<file path="src/core/ppc_defines.svh">
// Purpose: Offsets, field positions, reset values and timing counts
// Assumes: 16-bit registers on a plain strobe port
// Notes: Included by the port configuration block
`ifndef PPC_DEFINES_SVH
`define PPC_DEFINES_SVH
`define PPC_A_CS1BS 4'h0
`define PPC_A_CS2BS 4'h1
`define PPC_A_CS1MD 4'h2
`define PPC_A_CS2MD 4'h3
`define PPC_A_CS1CF 4'h4
`define PPC_A_CS2CF 4'h5
`define PPC_A_STAT 4'h6
`define PPC_A_PAD 4'h7
`define PPC_A_XST 4'h8
`define PPC_BS_MASK 16'hff88
`define PPC_MD_MASK 16'hf8ff
`define PPC_CS1BS_RST 16'h0080
`define PPC_CS2BS_RST 16'h8080
`define PPC_MD_ACKM 15:14
`define PPC_MD_AMW 13:11
`define PPC_MD_DSW 7:6
`define PPC_MD_SWW 5:2
`define PPC_MD_DHW 1:0
`define PPC_CF_ACK_POLARITY 7
`define PPC_ST_IBF 15
`define PPC_ST_IN_OVERFLOW 14
`define PPC_ST_OBE 7
`define PPC_ST_OUT_UNDERFLOW 6
`define PPC_XS_TO 12
`define PPC_PAD_IOC 15
`define PPC_PAD_TTL 0
`define PPC_SY_ACK 12
`define PPC_SY_WR 11
`define PPC_SY_RD 10
`define PPC_SY_ADDR 9:8
`define PPC_SY_DATA 7:0
`define PPC_CLK_NS 25
`define PPC_TCY_NS 100
`define PPC_QPT ((`PPC_TCY_NS) / (`PPC_CLK_NS))
`define PPC_TO_MAX_TCY 255
`define PPC_AMW_BASE 3
`endif

</file>
<file path="src/core/ppc_pkg.sv">
// Purpose: Types of the port configuration block
// Assumes: Constants come from ppc_defines.svh
// Notes: States are one-hot
package ppc_pkg;
  typedef enum logic [4:0] {
    PPC_IDLE = 5'h01,
    PPC_SETUP = 5'h02,
    PPC_STROBE = 5'h04,
    PPC_HOLD = 5'h08,
    PPC_ALT = 5'h10
  } ppc_state_t;
  typedef struct packed {
    logic [15:0] cs1Bs;
    logic [15:0] cs2Bs;
    logic [1:0][15:0] md;
    logic [1:0] ackPol;
    logic ttl;
    logic ioc;
    logic cs1Top;
    logic [3:0] inFull;
    logic [3:0] outEmpty;
    logic inOv;
    logic outUf;
    logic toFlag;
    logic [3:0][7:0] inBuf;
    logic [3:0][7:0] outBuf;
    logic [2:0][12:0] syn;
    logic [12:0] flt;
    ppc_state_t state;
    logic [10:0] cnt;
    logic [10:0] toCnt;
    logic isRd;
    logic [15:0] lmd;
    logic ackPolL;
    logic busy;
    logic strobe;
    logic done;
    logic [1:0] csSel;
    logic [15:0] rdata;
    logic [7:0] cpuRd;
    logic [7:0] hostOut;
    logic hostOe;
  } ppc_st_t;
endpackage

</file>
<file path="src/core/ppc_port_cfg.sv">
// Purpose: Chip-select timing, slave buffer status and pad control
// Assumes: clk is the quarter-phase clock, four per instruction cycle
// Notes: Strobe engine pins are driven out as plain levels
//
// Overview of operation
// Base registers keep bits 15-7 and 3
// Base resets are 0080h and 8080h
// Zero second base stretches CS1 to top
// Ack mode: ignore, ack with time-out, ack
// Time-out is strobe wait, zero means 255
// Alternate master wait is field plus three
// Setup is field plus one quarter
// Strobe is field plus half or three quarters
// Hold is field plus quarter, reads whole
// Input full summary while all slots full
// Host write to full slot sets overflow
// Slot full flag clears on processor read
// Output empty summary while all slots empty
// Host read of empty slot sets underflow
// Slot empty flag clears on processor write
// Byte read clears both flags of word
// Status resets to outputs empty only
// Threshold bit exported as pad control
// Unimplemented bits read zero, ignore writes
// Ack time-out ends access, sets flag
// Ack polarity per chip select
// Waits counted in quarter cycles
// Mode latched at access start
`timescale 1ns/1ps
`include "ppc_defines.svh"
module ppc_port_cfg
  import ppc_pkg::*;
(
  // Clock and reset
  input wire logic clk,
  input wire logic srst,
  // Register port
  input wire logic [3:0] regAddr,
  input wire logic [15:0] regWdata,
  input wire logic regWr,
  input wire logic regRd,
  output logic [15:0] regRdata,
  // Master access request
  input wire logic xferStart,
  input wire logic xferRead,
  input wire logic xferAlt,
  input wire logic [23:0] xferAddr,
  output logic busy,
  output logic strobe,
  output logic xferDone,
  output logic [1:0] csSel,
  output logic cs1ToTop,
  // External pins
  input wire logic ackInput,
  input wire logic slaveMode,
  input wire logic hostWrPin,
  input wire logic hostRdPin,
  input wire logic [1:0] hostAddrPin,
  input wire logic [7:0] portDataPinsIn,
  output logic [7:0] portDataPinsOut,
  output logic portDataPinsOe,
  // Processor buffer side
  input wire logic cpuBufWr,
  input wire logic cpuBufRd,
  input wire logic [1:0] cpuBufIdx,
  input wire logic [7:0] cpuBufWdata,
  output logic [7:0] cpuBufRdata,
  // Pad control
  output logic inputThresholdSel,
  output logic nonPortIoCtrl
);
  localparam ppc_st_t ST_RST = '{
    cs1Bs: `PPC_CS1BS_RST,
    cs2Bs: `PPC_CS2BS_RST,
    outEmpty: 4'hf,
    state: PPC_IDLE,
    default: '0
  };

  ppc_st_t q;
  ppc_st_t d;
  logic [12:0] synIn;
  logic [12:0] fltNext;
  logic wrEv;
  logic rdEv;
  logic [1:0] hIdx;
  logic [1:0] ackMode;
  logic ackSeen;
  logic [10:0] holdLen;
  logic [10:0] toTcy;
  logic [23:0] base2;
  logic [23:0] base1;
  logic [15:0] mdSel;

  assign synIn = {ackInput, hostWrPin, hostRdPin, hostAddrPin, portDataPinsIn};

  // A pin bit changes only once the second and third stages agree
  genvar gi;
  for (gi = 0; gi < 13; gi++) begin : g_flt
    assign fltNext[gi] = (q.syn[1][gi] == q.syn[2][gi]) ? q.syn[2][gi] : q.flt[gi];
  end

  always_comb begin
    d = q;
    d.done = 1'b0;
    d.rdata = 16'h0000;
    d.syn[0] = synIn;
    d.syn[1] = q.syn[0];
    d.syn[2] = q.syn[1];
    d.flt = fltNext;
    wrEv = fltNext[`PPC_SY_WR] & ~q.flt[`PPC_SY_WR];
    rdEv = fltNext[`PPC_SY_RD] & ~q.flt[`PPC_SY_RD];
    hIdx = fltNext[`PPC_SY_ADDR];
    ackMode = q.lmd[`PPC_MD_ACKM];
    ackSeen = (q.flt[`PPC_SY_ACK] == q.ackPolL);
    holdLen = 11'(q.lmd[`PPC_MD_DHW]) * 11'(`PPC_QPT) + (q.isRd ? 11'h000 : 11'h001);
    toTcy = (q.lmd[`PPC_MD_SWW] == 4'h0) ? 11'(`PPC_TO_MAX_TCY) : 11'(q.lmd[`PPC_MD_SWW]);
    base1 = {q.cs1Bs[15:7], 3'h0, q.cs1Bs[3], 11'h000};
    base2 = {q.cs2Bs[15:7], 3'h0, q.cs2Bs[3], 11'h000};
    mdSel = 16'h0000;

    // Software writes; clears come first so hardware sets win below
    if (regWr) begin
      case (regAddr)
        `PPC_A_CS1BS: d.cs1Bs = regWdata & `PPC_BS_MASK;
        `PPC_A_CS2BS: begin
          d.cs2Bs = regWdata & `PPC_BS_MASK;
          d.cs1Top = (regWdata == 16'h0000);
        end
        `PPC_A_CS1MD: d.md[0] = regWdata & `PPC_MD_MASK;
        `PPC_A_CS2MD: d.md[1] = regWdata & `PPC_MD_MASK;
        `PPC_A_CS1CF: d.ackPol[0] = regWdata[`PPC_CF_ACK_POLARITY];
        `PPC_A_CS2CF: d.ackPol[1] = regWdata[`PPC_CF_ACK_POLARITY];
        `PPC_A_STAT: begin
          d.inOv = q.inOv & regWdata[`PPC_ST_IN_OVERFLOW];
          d.outUf = q.outUf & regWdata[`PPC_ST_OUT_UNDERFLOW];
        end
        `PPC_A_PAD: begin
          d.ttl = regWdata[`PPC_PAD_TTL];
          d.ioc = regWdata[`PPC_PAD_IOC];
        end
        `PPC_A_XST: d.toFlag = q.toFlag & ~regWdata[`PPC_XS_TO];
        default: d.toFlag = d.toFlag;
      endcase
    end

    if (regRd) begin
      case (regAddr)
        `PPC_A_CS1BS: d.rdata = q.cs1Bs;
        `PPC_A_CS2BS: d.rdata = q.cs2Bs;
        `PPC_A_CS1MD: d.rdata = q.md[0];
        `PPC_A_CS2MD: d.rdata = q.md[1];
        `PPC_A_CS1CF: d.rdata[`PPC_CF_ACK_POLARITY] = q.ackPol[0];
        `PPC_A_CS2CF: d.rdata[`PPC_CF_ACK_POLARITY] = q.ackPol[1];
        `PPC_A_STAT: begin
          d.rdata[`PPC_ST_IBF] = &q.inFull;
          d.rdata[`PPC_ST_IN_OVERFLOW] = q.inOv;
          d.rdata[11:8] = q.inFull;
          d.rdata[`PPC_ST_OBE] = &q.outEmpty;
          d.rdata[`PPC_ST_OUT_UNDERFLOW] = q.outUf;
          d.rdata[3:0] = q.outEmpty;
        end
        `PPC_A_PAD: begin
          d.rdata[`PPC_PAD_TTL] = q.ttl;
          d.rdata[`PPC_PAD_IOC] = q.ioc;
        end
        `PPC_A_XST: d.rdata[`PPC_XS_TO] = q.toFlag;
        default: d.rdata = 16'h0000;
      endcase
    end

    // Slave buffers; processor side clears, host side sets
    if (slaveMode) begin
      if (cpuBufRd) begin
        d.cpuRd = q.inBuf[cpuBufIdx];
        d.inFull[{cpuBufIdx[1], 1'b0} +: 2] = 2'b00;
      end
      if (cpuBufWr) begin
        d.outBuf[cpuBufIdx] = cpuBufWdata;
        d.outEmpty[cpuBufIdx] = 1'b0;
      end
      if (wrEv) begin
        if (q.inFull[hIdx]) begin
          d.inOv = 1'b1;
        end else begin
          d.inBuf[hIdx] = fltNext[`PPC_SY_DATA];
          d.inFull[hIdx] = 1'b1;
        end
      end
      if (rdEv) begin
        if (q.outEmpty[hIdx]) begin
          d.outUf = 1'b1;
        end else begin
          d.hostOut = q.outBuf[hIdx];
          d.outEmpty[hIdx] = 1'b1;
        end
      end
    end
    d.hostOe = slaveMode & fltNext[`PPC_SY_RD];

    // Master strobe engine, one count per quarter cycle
    case (q.state)
      PPC_IDLE: begin
        if (xferStart) begin
          if (!q.cs1Top && q.cs2Bs != 16'h0000 && xferAddr >= base2) begin
            d.csSel = 2'b10;
            mdSel = q.md[1];
            d.ackPolL = q.ackPol[1];
          end else begin
            d.csSel = (q.cs1Top || xferAddr >= base1) ? 2'b01 : 2'b00;
            mdSel = q.md[0];
            d.ackPolL = q.ackPol[0];
          end
          d.lmd = mdSel;
          d.isRd = xferRead;
          d.busy = 1'b1;
          if (xferAlt) begin
            d.state = PPC_ALT;
            d.cnt = (11'(mdSel[`PPC_MD_AMW]) + 11'(`PPC_AMW_BASE)) * 11'(`PPC_QPT) - 11'h001;
          end else begin
            d.state = PPC_SETUP;
            d.cnt = 11'(mdSel[`PPC_MD_DSW]) * 11'(`PPC_QPT);
          end
        end
      end
      PPC_SETUP: begin
        if (q.cnt == 11'h000) begin
          d.state = PPC_STROBE;
          d.strobe = 1'b1;
          d.cnt = 11'(q.lmd[`PPC_MD_SWW]) * 11'(`PPC_QPT) + (q.isRd ? 11'h002 : 11'h001);
          d.toCnt = toTcy * 11'(`PPC_QPT) - 11'h001;
        end else begin
          d.cnt = q.cnt - 11'h001;
        end
      end
      PPC_STROBE: begin
        // Reserved ack mode behaves as no acknowledge
        if (ackMode == 2'b10 || ackMode == 2'b01) begin
          if (ackSeen) begin
            d.strobe = 1'b0;
          end else if (ackMode == 2'b01 && q.toCnt == 11'h000) begin
            d.strobe = 1'b0;
            d.toFlag = 1'b1;
          end else begin
            d.toCnt = q.toCnt - 11'h001;
          end
        end else if (q.cnt == 11'h000) begin
          d.strobe = 1'b0;
        end else begin
          d.cnt = q.cnt - 11'h001;
        end
        if (!d.strobe) begin
          if (holdLen == 11'h000) begin
            d.state = PPC_IDLE;
            d.busy = 1'b0;
            d.done = 1'b1;
            d.csSel = 2'b00;
          end else begin
            d.state = PPC_HOLD;
            d.cnt = holdLen - 11'h001;
          end
        end
      end
      PPC_HOLD, PPC_ALT: begin
        if (q.cnt == 11'h000) begin
          d.state = PPC_IDLE;
          d.busy = 1'b0;
          d.done = 1'b1;
          d.csSel = 2'b00;
        end else begin
          d.cnt = q.cnt - 11'h001;
        end
      end
      default: d.state = PPC_IDLE;
    endcase
  end

  always_ff @(posedge clk) begin
    if (srst) begin
      q <= ST_RST;
    end else begin
      q <= d;
    end
  end

  assign regRdata = q.rdata;
  assign busy = q.busy;
  assign strobe = q.strobe;
  assign xferDone = q.done;
  assign csSel = q.csSel;
  assign cs1ToTop = q.cs1Top;
  assign portDataPinsOut = q.hostOut;
  assign portDataPinsOe = q.hostOe;
  assign cpuBufRdata = q.cpuRd;
  assign inputThresholdSel = q.ttl;
  assign nonPortIoCtrl = q.ioc;

  // Cycles spent in the current engine state, for checking only
  logic [10:0] stLen;
  always_ff @(posedge clk) begin
    if (srst || q.state != d.state) begin
      stLen <= 11'h000;
    end else begin
      stLen <= stLen + 11'h001;
    end
  end
endmodule // ppc_port_cfg

</file>
<file path="config.mk">
export PLATFORM = sky130hd
export DESIGN_NAME = ppc_port_cfg
export DESIGN_NICKNAME = d
export VERILOG_FILES = /design/src/core/ppc_pkg.sv /design/src/core/ppc_port_cfg.sv
export VERILOG_INCLUDE_DIRS = /design/src /design/src/core
export SDC_FILE = /design/constraint.sdc
export NUM_CORES = 1
export LEC_CHECK = 0
export ABC_AREA = 0
export BUFFER_PORTS_ARGS = -buffer_cell sky130_fd_sc_hd__buf_2
export CORE_AREA = 5 5 190 192
export DETAILED_ROUTE_END_ITERATION = 10
export DIE_AREA = 0 0 195 197
export HOLD_SLACK_MARGIN = 0.03
export PLACE_DENSITY = 0.58
export SETUP_SLACK_MARGIN = 0.4
export SLEW_MARGIN = 30
export SYNTH_ARGS = -nofsm -noshare
export SYNTH_HDL_FRONTEND = slang
export SYNTH_SLANG_ARGS = --single-unit
</file>
<file path="constraint.sdc">
create_clock -name clk -period 4.45 [get_ports clk]
set_input_delay 0.89 -clock clk [delete_from_list [all_inputs] [get_ports clk]]
set_output_delay 0.89 -clock clk [all_outputs]
set_load 0.1 [all_outputs]
</file>
-- Word level (Yosys, flattened, before mapping)
Cells that the tools add are included.
- bits in registers: 261
- input bits: 77
- output and inout port bits: 41
- logic and storage cells: 255
- add/subtract/negate cells: 9
- order comparisons: 6
- equal/unequal tests: 37
- shift-type cells: 2
- multiplexer cells: 105
- bitwise logic cells: 16
- reduce and logical (&&, ||, !) cells: 39
- operators by type and width (cell ; count):
    $mux 16 ; 6
    $mux 11 ; 8
    $bwmux 32 ; 2
    $ge 24x24->1 ; 2
    $pmux 11 s4 ; 1
    $mux 8 ; 5
    $mux 1 ; 38
    $mux 4 ; 9
    $logic_not 11->1 ; 3
    $bmux 8 s2 ; 2
    $demux 8 s2 ; 2
    $reduce_and 2->1 ; 12
    $pmux 11 s2 ; 1
    $sub 11x1->11 const B ; 2
    $pmux 4 s5 ; 1
    $pmux 5 s4 ; 1
    $eq 4x3->1 const B ; 4
    $logic_not 16->1 ; 1
    $ne 2x2->1 const B ; 8
    $reduce_bool 16->1 ; 1
    $pmux 3 s5 ; 1
    $eq 1x1->1 ; 14
    $mux 3 ; 4
    $reduce_and 4->1 ; 3
    49 further kinds ; 83

-- Depth between registers and ports, before layout
Gate-level depths: netlist of the first run.
- word-level depth: 11
- depth in mapped cells: 13
- gate-level depth less buffers: 12

-- Worst setup path before layout of the first run
OpenSTA, ideal clock, no wires.
- path kind: input-to-reg
- start: input port xferAddr[17]
- end: register q[74] in the netlist's numbering
- setup time: 91 ps
- data arrival time: 3477 ps
- data required time: 4359 ps
- setup slack: 882 ps
- stages: 12
- path buffers: 2
- cells stage by stage: ha_1 a21o_1 a221o_1 a21o_1 o311a_1 buf_6 buf_6 mux2_2 ha_1 nor3_1 a21oi_1 a311oi_1
- word-level cells in the longest chain between the ends: 10
- ends and longest elaborated chain (what ; line ; source):
    start, declared ; ppc_port_cfg.sv:47 ; input wire logic [23:0] xferAddr,
    $ge 24x24->1 ; ppc_port_cfg.sv:205 ; if (!q.cs1Top && q.cs2Bs != 16'h0000 && xferAddr >= base2) begin
    $logic_and 1x1->1 ; ppc_port_cfg.sv:205 ;
    $mux 16 ; ppc_port_cfg.sv:205 ;
    $mux 16 ; ppc_port_cfg.sv:204 ; if (xferStart) begin
    $mux 16 ; ppc_port_cfg.sv:202 ; case (q.state)
    $add 3x2->4 ; ppc_port_cfg.sv:219 ; d.cnt = (11'(mdSel[`PPC_MD_AMW]) + 11'(`PPC_AMW_BASE)) * 11'(`PPC_QPT) - 11'h001;
    $sub 6x1->7 ; ppc_port_cfg.sv:219 ;
    $mux 16 ; ppc_port_cfg.sv:217 ; if (xferAlt) begin
    $mux 16 ; ppc_port_cfg.sv:204 ;
    $pmux 11 s4 ; ppc_port_cfg.sv:202 ;
    end signal, assigned ; ppc_port_cfg.sv:280 ; q <= ST_RST;
    end signal, assigned ; ppc_port_cfg.sv:282 ; q <= d;
    end, declared ; ppc_port_cfg.sv:80 ; ppc_st_t q;
No other way between the ends. The select of a mux whose other input is x is not followed.
A chain may end at the register's enable or synchronous reset.

-- Worst setup path after layout of the first run
- start: input port xferAddr[17]
- end: register q[75] in the netlist's numbering
Same word-level chain as after synthesis.

==> results of run 1 <==
## worst max-delay path by stage
stage	cells past startpoint	slack, ns	from	to
finish	11	1.00	xferAddr[17]	q[75]
global route	11	0.88	base2[17]	q[75]
CTS	11	1.06	base2[17]	q[75]
detailed placement	11	0.49	xferAddr[17]	q[75]
global placement	11	0.57	xferAddr[17]	q[77]
floorplan	12	0.88	xferAddr[17]	q[74]
## synthesized netlist by cell type (all sizes together) (5+ instances only)
library cell,number
xnor2,10
inv,38
nand4,8
a211oi,18
mux2i,60
nand2,221
xor2,7
nand2b,7
clkbuf,67
a21oi,132
nor3b,6
a221oi,5
mux2,6
buf,46
a31oi,10
maj3,9
o21ai,52
and3,14
a311oi,8
nand3,41
o22ai,5
mux4,18
dfxtp,253
nor2b,51
nand3b,7
nor4,15
nor3,17
a21o,7
ha,32
a222oi,7
a22oi,16
nor2,130
and2,7
## logic make-up after synthesis
family | after synthesis | share of synthesized area
AND/OR/NAND/NOR | 539 | 0.212
XOR/XNOR | 17 | 0.0126
flip-flops | 253 | 0.428
AO/OA/AOI/OAI | 293 | 0.154
buffers and inverters | 151 | 0.0608
multiplexers | 84 | 0.0910
adder cells (fa/ha/maj) | 41 | 0.0415
## power groups by stage
stage / Combinational (mW) / Sequential [mW] / Clock (mW)
3_3_place_gp: 0.696 / 2.45 / 0
5_1_grt: 0.786 / 2.41 / 2.57
4_1_cts: 0.707 / 2.40 / 2.47
6_report: 0.710 / 2.40 / 2.40
3_5_place_dp: 0.702 / 2.45 / 0
2_1_floorplan: 0.518 / 2.43 / 0
## through the flow
step	utilization	instance area, µm²	hold WS [ns]
3_5_place_dp	0.367	12600	0.420
6_report	0.396	13500	0.434
2_1_floorplan	-	11800	0.414
3_3_place_gp	0.367	12500	0.427
5_1_grt	0.396	13500	0.459
4_1_cts	0.396	13500	0.435
## state kept, by name (all words and copies together), names as in the netlist
signal             cells
cs1ToTop               1
q                    164
base1                 10
d                     26
inputThresholdSel      1
xferDone               1
portDataPinsOe         1
base2                 10
cpuBufRdata            8
csSel                  2
nonPortIoCtrl          1
busy                   1
ackMode                2
portDataPinsOut        8
regRdata              16
strobe                 1
## critical path, cell delays in order
cell      delay, ns
buf_2          0.11
ha_1           0.30
a21o_1         0.16
a221o_1        0.34
a21o_1         0.19
o311a_1        0.53
mux2_4         0.39
ha_1           0.20
nor3_1         0.26
a21oi_1        0.22
a311oi_1       0.29
## area by class of cell
class	instances	area, µm²	share of cell area
Inverter	38	143	0.0105
Clock inverter	12	135	0.00998
Clock buffer	42	845	0.0624
Sequential cell	253	5060	0.374
Multi-Input combinational cell	974	6090	0.450
Timing Repair Buffer	129	694	0.0513
Tap cell	455	569	0.0420
## layer usage
layer  up-vias  track usage  wire length (µm)  part of all wire
met5         -            0                 0                 0
li1       4888            -                 -                 -
met1      4741        0.226             15100              0.45
met4         0       0.0509              1000             0.030
met3        60       0.0241              1590             0.048
met2       253        0.283             15800              0.47
==> metrics.csv, run 1 <==
stage,metric,value,unit
critical_path,worst flop-to-flop path endpoint,q[75],
placed_design,pre-CTS worst setup slack,0.494,ns
power_and_ir_drop,Flop pwr share,0.436,
clocking,cts repair resizes,0,
logic_synthesis,asr flop ratio synth,0,
floorplan,Die Ht,197,µm
sta,fin. max-slew vios,0,
placed_design,placed instance count,1849,
logic_synthesis,Yosys reg bits,253,
run,Max Cap Violations,0,
sta,"Setup violations, final",0,
clocking,Skew-Pair Late Insertion Delay,0.55,ns
logic_synthesis,ys flop type,dfxtp_1,
logic_synthesis,"area leader, netlist",dfxtp_1,
floorplan,Std-Cell Rows,68,
cells_and_area,most frequent cells in the layout,"dfxtp_1 (253), nand2_1 (221), a21oi_1 (132)",
sta,final hold vios,0,
critical_path,Critical Path Fanout Max,9,
floorplan,Die Footprint,0.0384,mm²
global_routing,Total Routing Usage GR,0.168,
logic_synthesis,Synth Cell Area,0.0118,mm²
power_and_ir_drop,switching pwr,1.48,mW
global_routing,total gr overflow,0,
critical_path,"Data required, critical path",4.90,ns
route,vias,9942,
critical_path,R2R Path Start,base2[17],
cells_and_area,non-filler cells in the finished layout,1903,
critical_path,critical path class,in2reg,
clocking,Max Root-Sink Buffers,3,
floorplan,Die X-Extent,195,µm
sta,TNS Setup,0,ns
global_routing,vias in the first global route,9691,
critical_path,CP Capture Type,register,
critical_path,crit path launch type,input port,
sta,setup ws final,1.00,ns
power_and_ir_drop,Pwr Density,407,mW/mm²
cells_and_area,layout cells sized above 1,0.153,
critical_path,Reg2Reg Depth,11,
clocking,TritonCTS Buffers,29,
critical_path,Worst R2R Setup Slack,1.03,ns
route,number of routed nets with antenna violations,0,
power_and_ir_drop,Comb power frac,0.129,
logic_synthesis,Mapped Avg Cell Area,8.59,µm²
clocking,clock-pin slew on the worst setup and hold paths,0.06,ns
clocking,CTS tree,built,
route,drt pass-1 iters,6,
critical_path,Worst Path Arrival,3.89,ns
placed_design,post-DP HPWL,23.6,mm
sta,Worst Tran Pin Value,0.924,ns
cells_and_area,Layout fillers,3517,
global_routing,largest net degree at the start of global routing,178,
logic_synthesis,synth unique cells,78,
status,status,finished clean,
logic_synthesis,Post-Syn Nets,1487,
route,first-iteration detailed-routing DRC count,705,
logic_synthesis,largest cells by area after synthesis,"dfxtp_1 (43%), nand2_1 (7.0%), a21oi_1 (5.6%)",
sta,RSZ-0062 raised after global routing,false,
cells_and_area,Final nets,1534,
floorplan,Initial Utilization,0.346,
power_and_ir_drop,sw frac,0.268,
floorplan,core area,0.0342,mm²
power_and_ir_drop,Leak,5.07,nW
route,DRT Wirelength,33.4,mm
cells_and_area,"commonest non-fill, non-tap cell in the layout",dfxtp_1,
cells_and_area,number of diodes,0,
cells_and_area,area grow syn2layout,14.4,%
global_routing,first-pass GRT wire length,53.5,mm
min_path,hold path endpoint,d[123],
sta,slew margin rel.,0.378,
min_path,hold path cells,1,
logic_synthesis,Post-synth EDFFs,0,
route,detailed-route wire length per cell,17.6,µm
placed_design,routability cong.,0.870,
logic_synthesis,Syn. warnings,0,
min_path,worst min path class,reg2reg,
logic_synthesis,top-area cell type share of the netlist area,0.428,
power_and_ir_drop,Total Power,5.51,mW
route,# DRC,0,
clocking,postcts setup bufs,0,
logic_synthesis,sequential area share after synthesis,0.428,
sta,post-layout min period,3.45,ns
power_and_ir_drop,total internal power,4.03,mW
clocking,post-cts hold buffer count,0,
placed_design,Port Buffer Count,117,
floorplan,Ports,118,
clocking,CTS Root Cell,clkbuf_16,
min_path,hold path start,d[110],
clocking,CTS sink cnt,253,
global_routing,initial antenna violation count,0,
sta,period utilization,0.774,
route,via/cell ratio,5.22,
power_and_ir_drop,Max VDD drop,0.319,mV
power_and_ir_drop,clock group share of total power,0.435,
sta,clk_skew,0.00809,ns
clocking,H-tree Lvls,1,
sta,Max Clock Freq,290,MHz
logic_synthesis,Post-Synthesis Cells,1378,
Note: power is estimated with default switching activity, not from simulation.
==> inputs of run 2 (changes only) <==
--- a/config.mk
+++ b/config.mk
@@ -12,7 +12,7 @@
 export DETAILED_ROUTE_END_ITERATION = 10
 export DIE_AREA = 0 0 195 197
 export HOLD_SLACK_MARGIN = 0.03
-export PLACE_DENSITY = 0.58
+export PLACE_DENSITY = 0.6
 export SETUP_SLACK_MARGIN = 0.4
 export SLEW_MARGIN = 30
 export SYNTH_ARGS = -nofsm -noshare
==> constraint.sdc (replaced) <==
create_clock -name clk -period 2.9 [get_ports clk]
set_input_delay 0.58 -clock clk [delete_from_list [all_inputs] [get_ports clk]]
set_output_delay 0.58 -clock clk [all_outputs]
set_load 0.1 [all_outputs]
==> run 2 against run 1 <==
  * Worst hold slack got worse by 0.20 ns
  * Sequential power rose by 53%
  * Wire length decreased by 0.94%
  * Register-to-register slack lost 0.90 ns
  * Global-route usage decreased by 0.21 points
  * Final cell count up 2.2%
  * Cell area up 3.6%
  * Core utilization rose by 1.4 points
  * Sequential share of layout area shrank 1.3 points
  * Non-clock buffer count rose by 48
  * Power increased by 55%
  * Clock skew grew 0.019 ns
==> metrics.csv, run 2 (synthesis results as in run 1) <==
stage,metric,value,unit,change
power_and_ir_drop,Max VDD drop,0.559,mV,+75%
power_and_ir_drop,Pwr Density,607,mW/mm²,+49%
route,first-iteration detailed-routing DRC count,650,,-7.8%
global_routing,GRT busiest layer,met2,,
cells_and_area,fin util,0.410,,+0.0141
sta,fin. max-slew vios,0,,unchanged
critical_path,Setup crit start,base2[17],,
critical_path,worst flop-to-flop path endpoint,q[77],,
critical_path,"Slowest-stage cell, CP",o311a_4,,
global_routing,initial antenna violation count,2,,+2
global_routing,met3 usage,0.0256,,+0.00154
global_routing,M2 GR Usage,0.282,,-0.00154
clocking,CTS tree,built,,
route,detailed-route wire length per cell,17.0,µm,-3.0%
global_routing,M1 GR Usage,0.215,,-0.0106
clocking,CTS Root Cell,clkbuf_16,,
global_routing,Total Routing Usage GR,0.166,,-0.00207
clocking,CTS sink cnt,253,,unchanged
status,status,finished clean,,
route,via/cell ratio,5.29,,+1.2%
clocking,Skew-Pair Late Insertion Delay,0.56,ns,about the same
cells_and_area,Final nets,1581,,+3.1%
global_routing,largest net degree at the start of global routing,144,,-19%
floorplan,Die X-Extent,195,µm,unchanged
sta,clk_skew,0.0268,ns,+0.0187 ns
global_routing,first-pass GRT wire length,52.9,mm,-1.1%
route,drt pass-1 iters,6,,unchanged
placed_design,routability cong.,0.877,,+0.80%
critical_path,crit path launch type,register,,
cells_and_area,Largest Register,q,,
critical_path,Worst R2R Setup Slack,0.13,ns,-0.90 ns
clocking,H-tree Lvls,1,,unchanged
cells_and_area,Layout fillers,3442,,-2.1%
critical_path,Reg2Reg Depth,11,,unchanged
route,number of routed nets with antenna violations,0,,unchanged
cells_and_area,"commonest non-fill, non-tap cell in the layout",dfxtp_1,,
placed_design,post-DP HPWL,23.6,mm,+0.12%
sta,post-layout min period,2.77,ns,
floorplan,Die Ht,197,µm,unchanged
global_routing,total gr overflow,0,,unchanged
floorplan,Die Footprint,0.0384,mm²,unchanged
floorplan,Initial Utilization,0.346,,unchanged
cells_and_area,Storage cell area,0.00507,mm²,about the same
sta,RSZ-0062 raised after global routing,true,,
min_path,hold path start,portDataPinsIn[0],,
sta,period utilization,0.956,,
cells_and_area,most frequent cells in the layout,"dfxtp_1 (250), nand2_1 (220), a21oi_1 (131)",,
route,DRT Wirelength,33.1,mm,-0.94%
floorplan,core area,0.0342,mm²,unchanged
sta,hold_ws,0.236,ns,-0.197 ns
placed_design,Port Buffer Count,117,,unchanged
floorplan,Ports,118,,unchanged
clocking,clock-pin slew on the worst setup and hold paths,0.06,ns,about the same
critical_path,CP Capture Type,register,,
critical_path,critical path class,reg2reg,,
critical_path,"Data required, critical path",3.34,ns,-1.56 ns
route,# DRC,0,,unchanged
sta,"Setup violations, final",0,,unchanged
clocking,Max Root-Sink Buffers,3,,unchanged
run,Max Cap Violations,0,,unchanged
sta,slew margin rel.,0.389,,+0.0109
cells_and_area,layout cells sized above 1,0.192,,+0.0389
sta,final hold vios,0,,unchanged
sta,setup ws final,0.128,ns,-0.876 ns
min_path,worst min path class,in2reg,,
floorplan,Std-Cell Rows,68,,unchanged
route,vias,10282,,+3.4%
cells_and_area,max reg flops,164,,unchanged
critical_path,R2R Path Start,base2[17],,
global_routing,vias in the first global route,9977,,+3.0%
placed_design,pre-CTS worst setup slack,-0.351,ns,-0.844 ns
critical_path,Critical Path Fanout Max,4,,-5
sta,Worst Tran Pin Value,0.908,ns,-0.0161 ns
placed_design,placed instance count,1891,,+2.3%
cells_and_area,non-filler cells in the finished layout,1944,,+2.2%
power_and_ir_drop,Leak,5.30,nW,+4.7%
critical_path,Worst Setup EP,q[77],,
sta,Max Clock Freq,361,MHz,
critical_path,Worst Path Arrival,3.22,ns,-0.67 ns
cells_and_area,area grow syn2layout,18.5,%,
critical_path,Critical Path Max Stage Delay,0.37,ns,-0.16 ns
clocking,TritonCTS Buffers,28,,-3.4%
clocking,post-cts hold buffer count,0,,unchanged
sta,TNS Setup,0,ns,unchanged
cells_and_area,Multi-input gate area,0.00624,mm²,+2.5%
critical_path,worst path cell trace,"inv_2, ha_4, a21o_1, a221o_1, a21o_1, o311a_4, mux2_4, ha_4, nor3_4, a21oi_4, a311oi_1",,
run 2: layout make-up:
cell class | count | share of cell area
diodes | 1 | 0.000178
well taps | 455 | 0.0406
inverters | 38 | 0.0102
clock buffers | 35 | 0.0547
repair buffers | 177 | 0.0758
multi-input cells | 974 | 0.445
clock inverters | 11 | 0.0120
flip-flops and latches | 253 | 0.361
run 2: worst min path at each step:
| stage | slack (ns) | to | depth (start not counted) |
|---|---|---|---|
| 2_1_floorplan | 0.41 | d[122] | 1 |
| 3_3_place_gp | 0.42 | d[123] | 1 |
| 3_5_place_dp | 0.43 | d[128] | 1 |
| 4_1_cts | 0.20 | d[109] | 2 |
| 5_1_grt | 0.24 | d[109] | 2 |
| 6_report | 0.24 | d[109] | 2 |
run 2: routing by layer:
layer / share of wire / wire [µm]
met5: 0.00021 / 7
met4: 0.035 / 1170
met3: 0.054 / 1770
met2: 0.48 / 16100
met1: 0.43 / 14100
run 2: critical path: cells and delay by family, from the launching register on:
family	cells	cell delay [ns]
mux	1	0.35
fa+ha+maj	2	0.38
simple gates	1	0.23
compound gates	6	1.35
flops	1	0.33
buf+inv	1	0.05
run 2: per-stage QoR:
| step | instance area [µm²] | power [mW] |
|---|---|---|
| 2_1_floorplan | 11900 | 4.54 |
| 3_3_place_gp | 13000 | 4.90 |
| 3_5_place_dp | 13000 | 4.91 |
| 4_1_cts | 13900 | 8.58 |
| 5_1_grt | 14000 | 8.88 |
| 6_report | 14000 | 8.51 |
run 2: where the power goes:
part           switching (mW)  internal, mW  total, mW  leakage [nW]
clock network            1.41          2.21       3.62         0.460
registers               0.109          3.57       3.68          2.05
logic                   0.722         0.486       1.21          2.79
total                    2.24          6.27       8.51          5.30
run 2: repair_timing:
action | CTS | global route
buffers inserted | 3 | 3
pin swaps | 13 | 11
endpoints found under the setup margin | 11 | 16
gates resized for setup | 10 | 10
==> inputs of run 3 (changes only) <==
==> constraint.sdc (replaced) <==
create_clock -name clk -period 2.4 [get_ports clk]
set_input_delay 0.48 -clock clk [delete_from_list [all_inputs] [get_ports clk]]
set_output_delay 0.48 -clock clk [all_outputs]
set_load 0.1 [all_outputs]
==> run 3 against run 2 <==
  * The flow now finishes with violations (negative setup slack)
  * Critical path depth stayed put
  * Sequential share of layout area is 2.5 points lower
  * Sequential power is 21% higher
  * Clock-buffer cell count is 6 higher
  * Clock skew is 0.019 ns lower
  * Core utilization is 3.1 points higher
  * Register-to-register slack worse by 0.55 ns
  * Setup slack worse by 0.55 ns
  * Critical path type unchanged
==> metrics.csv, run 3 (synthesis results as in run 1) <==
stage,metric,value,unit,change
status,status,finished with violations,,
status,violated checks,negative setup slack,,
sta,"Setup violations, final",20,,+20
floorplan,Die Ht,197,µm,unchanged
cells_and_area,"commonest non-fill, non-tap cell in the layout",dfxtp_1,,
min_path,worst min path class,in2reg,,
sta,setup ws final,-0.420,ns,-0.548 ns
global_routing,initial antenna violation count,1,,-1
global_routing,M2 GR Usage,0.293,,+0.0111
sta,RSZ-0062 raised after global routing,true,,
global_routing,largest net degree at the start of global routing,181,,+26%
critical_path,critical path class,reg2reg,,
critical_path,CP Capture Type,register,,
global_routing,M1 GR Usage,0.227,,+0.0115
critical_path,"Data required, critical path",2.86,ns,-0.48 ns
sta,clk_skew,0.00830,ns,-0.0185 ns
clocking,clock-pin slew on the worst setup and hold paths,0.06,ns,about the same
cells_and_area,most frequent cells in the layout,"dfxtp_1 (245), nand2_1 (217), a21oi_1 (125)",,
placed_design,pre-CTS worst setup slack,-0.796,ns,-0.446 ns
floorplan,Die Footprint,0.0384,mm²,unchanged
sta,slew margin rel.,0.415,,+0.0258
cells_and_area,area grow syn2layout,27.5,%,
route,drt pass-1 iters,6,,unchanged
critical_path,Critical Path Fanout Max,4,,unchanged
critical_path,CP top delay family,compound AO/OA/AOI/OAI gates,,
critical_path,WP buf/inv,1,,unchanged
cells_and_area,layout cells sized above 1,0.272,,+0.0807
critical_path,"Slowest-stage cell, CP",o311a_4,,
route,first-iteration detailed-routing DRC count,677,,+4.2%
sta,period utilization,1.17,,+0.219
route,vias,10430,,+1.4%
floorplan,Std-Cell Rows,68,,unchanged
cells_and_area,final instance area,0.0151,mm²,+7.6%
placed_design,routability cong.,0.866,,-1.2%
cells_and_area,Largest Register,q,,
critical_path,crit path launch type,register,,
global_routing,total gr overflow,0,,unchanged
power_and_ir_drop,Leak,5.78,nW,+9.0%
run,Max Cap Violations,0,,unchanged
sta,final hold vios,0,,unchanged
global_routing,met3 usage,0.0289,,+0.00325
clocking,CTS sink cnt,253,,unchanged
placed_design,post-DP HPWL,24.5,mm,+3.9%
sta,post-layout min period,2.82,ns,+0.0481 ns
route,detailed-route wire length per cell,17.2,µm,+1.2%
floorplan,Initial Utilization,0.346,,unchanged
floorplan,core area,0.0342,mm²,unchanged
cells_and_area,Final nets,1649,,+4.3%
global_routing,Total Routing Usage GR,0.172,,+0.00530
clocking,Max Root-Sink Buffers,3,,unchanged
critical_path,worst path cell trace,"inv_2, ha_4, a21o_1, a221o_1, a21o_1, o311a_4, mux2_4, ha_4, nor3_4, a21oi_4, a311oi_2",,
route,DRT Wirelength,34.8,mm,+4.9%
global_routing,first-pass GRT wire length,54.6,mm,+3.2%
cells_and_area,number of diodes,0,,-1
power_and_ir_drop,Max VDD drop,0.525,mV,-6.0%
global_routing,vias in the first global route,10014,,+0.37%
route,# DRC,0,,unchanged
global_routing,GRT busiest layer,met2,,
cells_and_area,max reg flops,164,,unchanged
floorplan,Ports,118,,unchanged
clocking,CTS Root Cell,clkbuf_16,,
placed_design,placed inst area,0.0133,mm²,+2.8%
floorplan,Die X-Extent,195,µm,unchanged
clocking,CTS tree,built,,
critical_path,Critical Path Max Stage Delay,0.36,ns,about the same
clocking,post-cts hold buffer count,0,,unchanged
clocking,H-tree Lvls,1,,unchanged
power_and_ir_drop,Pwr Density,727,mW/mm²,+20%
clocking,TritonCTS Buffers,29,,+3.6%
route,via/cell ratio,5.17,,-2.2%
sta,fin. max-slew vios,0,,unchanged
sta,Max Clock Freq,355,MHz,-1.7%
route,number of routed nets with antenna violations,0,,unchanged
sta,Worst Tran Pin Value,0.877,ns,-0.0303 ns
placed_design,placed instance count,1929,,+2.0%
cells_and_area,non-filler cells in the finished layout,2016,,+3.7%
clocking,Skew-Pair Late Insertion Delay,0.56,ns,about the same
critical_path,Worst Path Arrival,3.28,ns,+0.06 ns
placed_design,Port Buffer Count,117,,unchanged
-- run 3: layout make-up --
| class | instances | area (µm²) |
|---|---|---|
| well taps | 455 | 569 |
| multi-input cells | 974 | 6580 |
| repair buffers | 244 | 1660 |
| inverters | 38 | 145 |
| clock inverters | 11 | 173 |
| flip-flops and latches | 253 | 5080 |
| clock buffers | 41 | 881 |
| fillers | 3376 | 19100 |
-- run 3: timing repair --
item | 4_1_cts | 5_1_grt
resized for setup | 61 | 60
setup buffers | 8 | 25
gates cloned | 2 | 0
endpoints found under the hold margin | 0 | 0
pin swaps | 37 | 29
endpoints found under the setup margin | 35 | 46
-- run 3: routing by layer --
| metal | up-vias | wire, µm |
|---|---|---|
| met2 | 297 | 16400 |
| met5 | - | 7 |
| met1 | 4944 | 15400 |
| met3 | 72 | 1950 |
| li1 | 5115 | - |
| met4 | 2 | 1050 |
-- run 3: path summary, 6_finish.rpt --
check                                  startpoint  cells after the start  slack (ns)     end
worst max-delay path                    base2[17]                     11       -0.42   q[77]
worst min-delay path            portDataPinsIn[6]                      2        0.13  d[115]
worst max register to register          base2[17]                     11       -0.42   q[77]
worst min register to register             d[115]                      1        0.43  d[128]
-- run 3: metrics by stage --
stage | TNS (ns) | hold slack, ns | utilization | power, mW
after floorplan | -3.72 | 0.414 | - | 5.50
after global placement | -7.00 | 0.419 | 0.389 | 6.02
after detailed placement | -7.37 | 0.420 | 0.389 | 6.04
after CTS | -3.44 | 0.105 | 0.429 | 10.9
after global routing | -6.56 | 0.113 | 0.441 | 11.4
final | -4.71 | 0.132 | 0.441 | 11.0
-- run 3: power by group --
group / total (mW) / internal [mW] / switching (mW)
Combinational: 1.79 / 0.782 / 1.01
Sequential: 4.44 / 4.32 / 0.121
Clock: 4.74 / 2.97 / 1.77
Total: 11.0 / 8.07 / 2.90
-- run 3: worst reg2reg max path, cell delays in order (launching register included) --
cell	delay, ns
dfxtp_2	0.33
inv_2	0.05
ha_4	0.21
a21o_1	0.17
a221o_1	0.31
a21o_1	0.16
o311a_4	0.36
mux2_4	0.35
ha_4	0.17
nor3_4	0.22
a21oi_4	0.11
a311oi_2	0.28
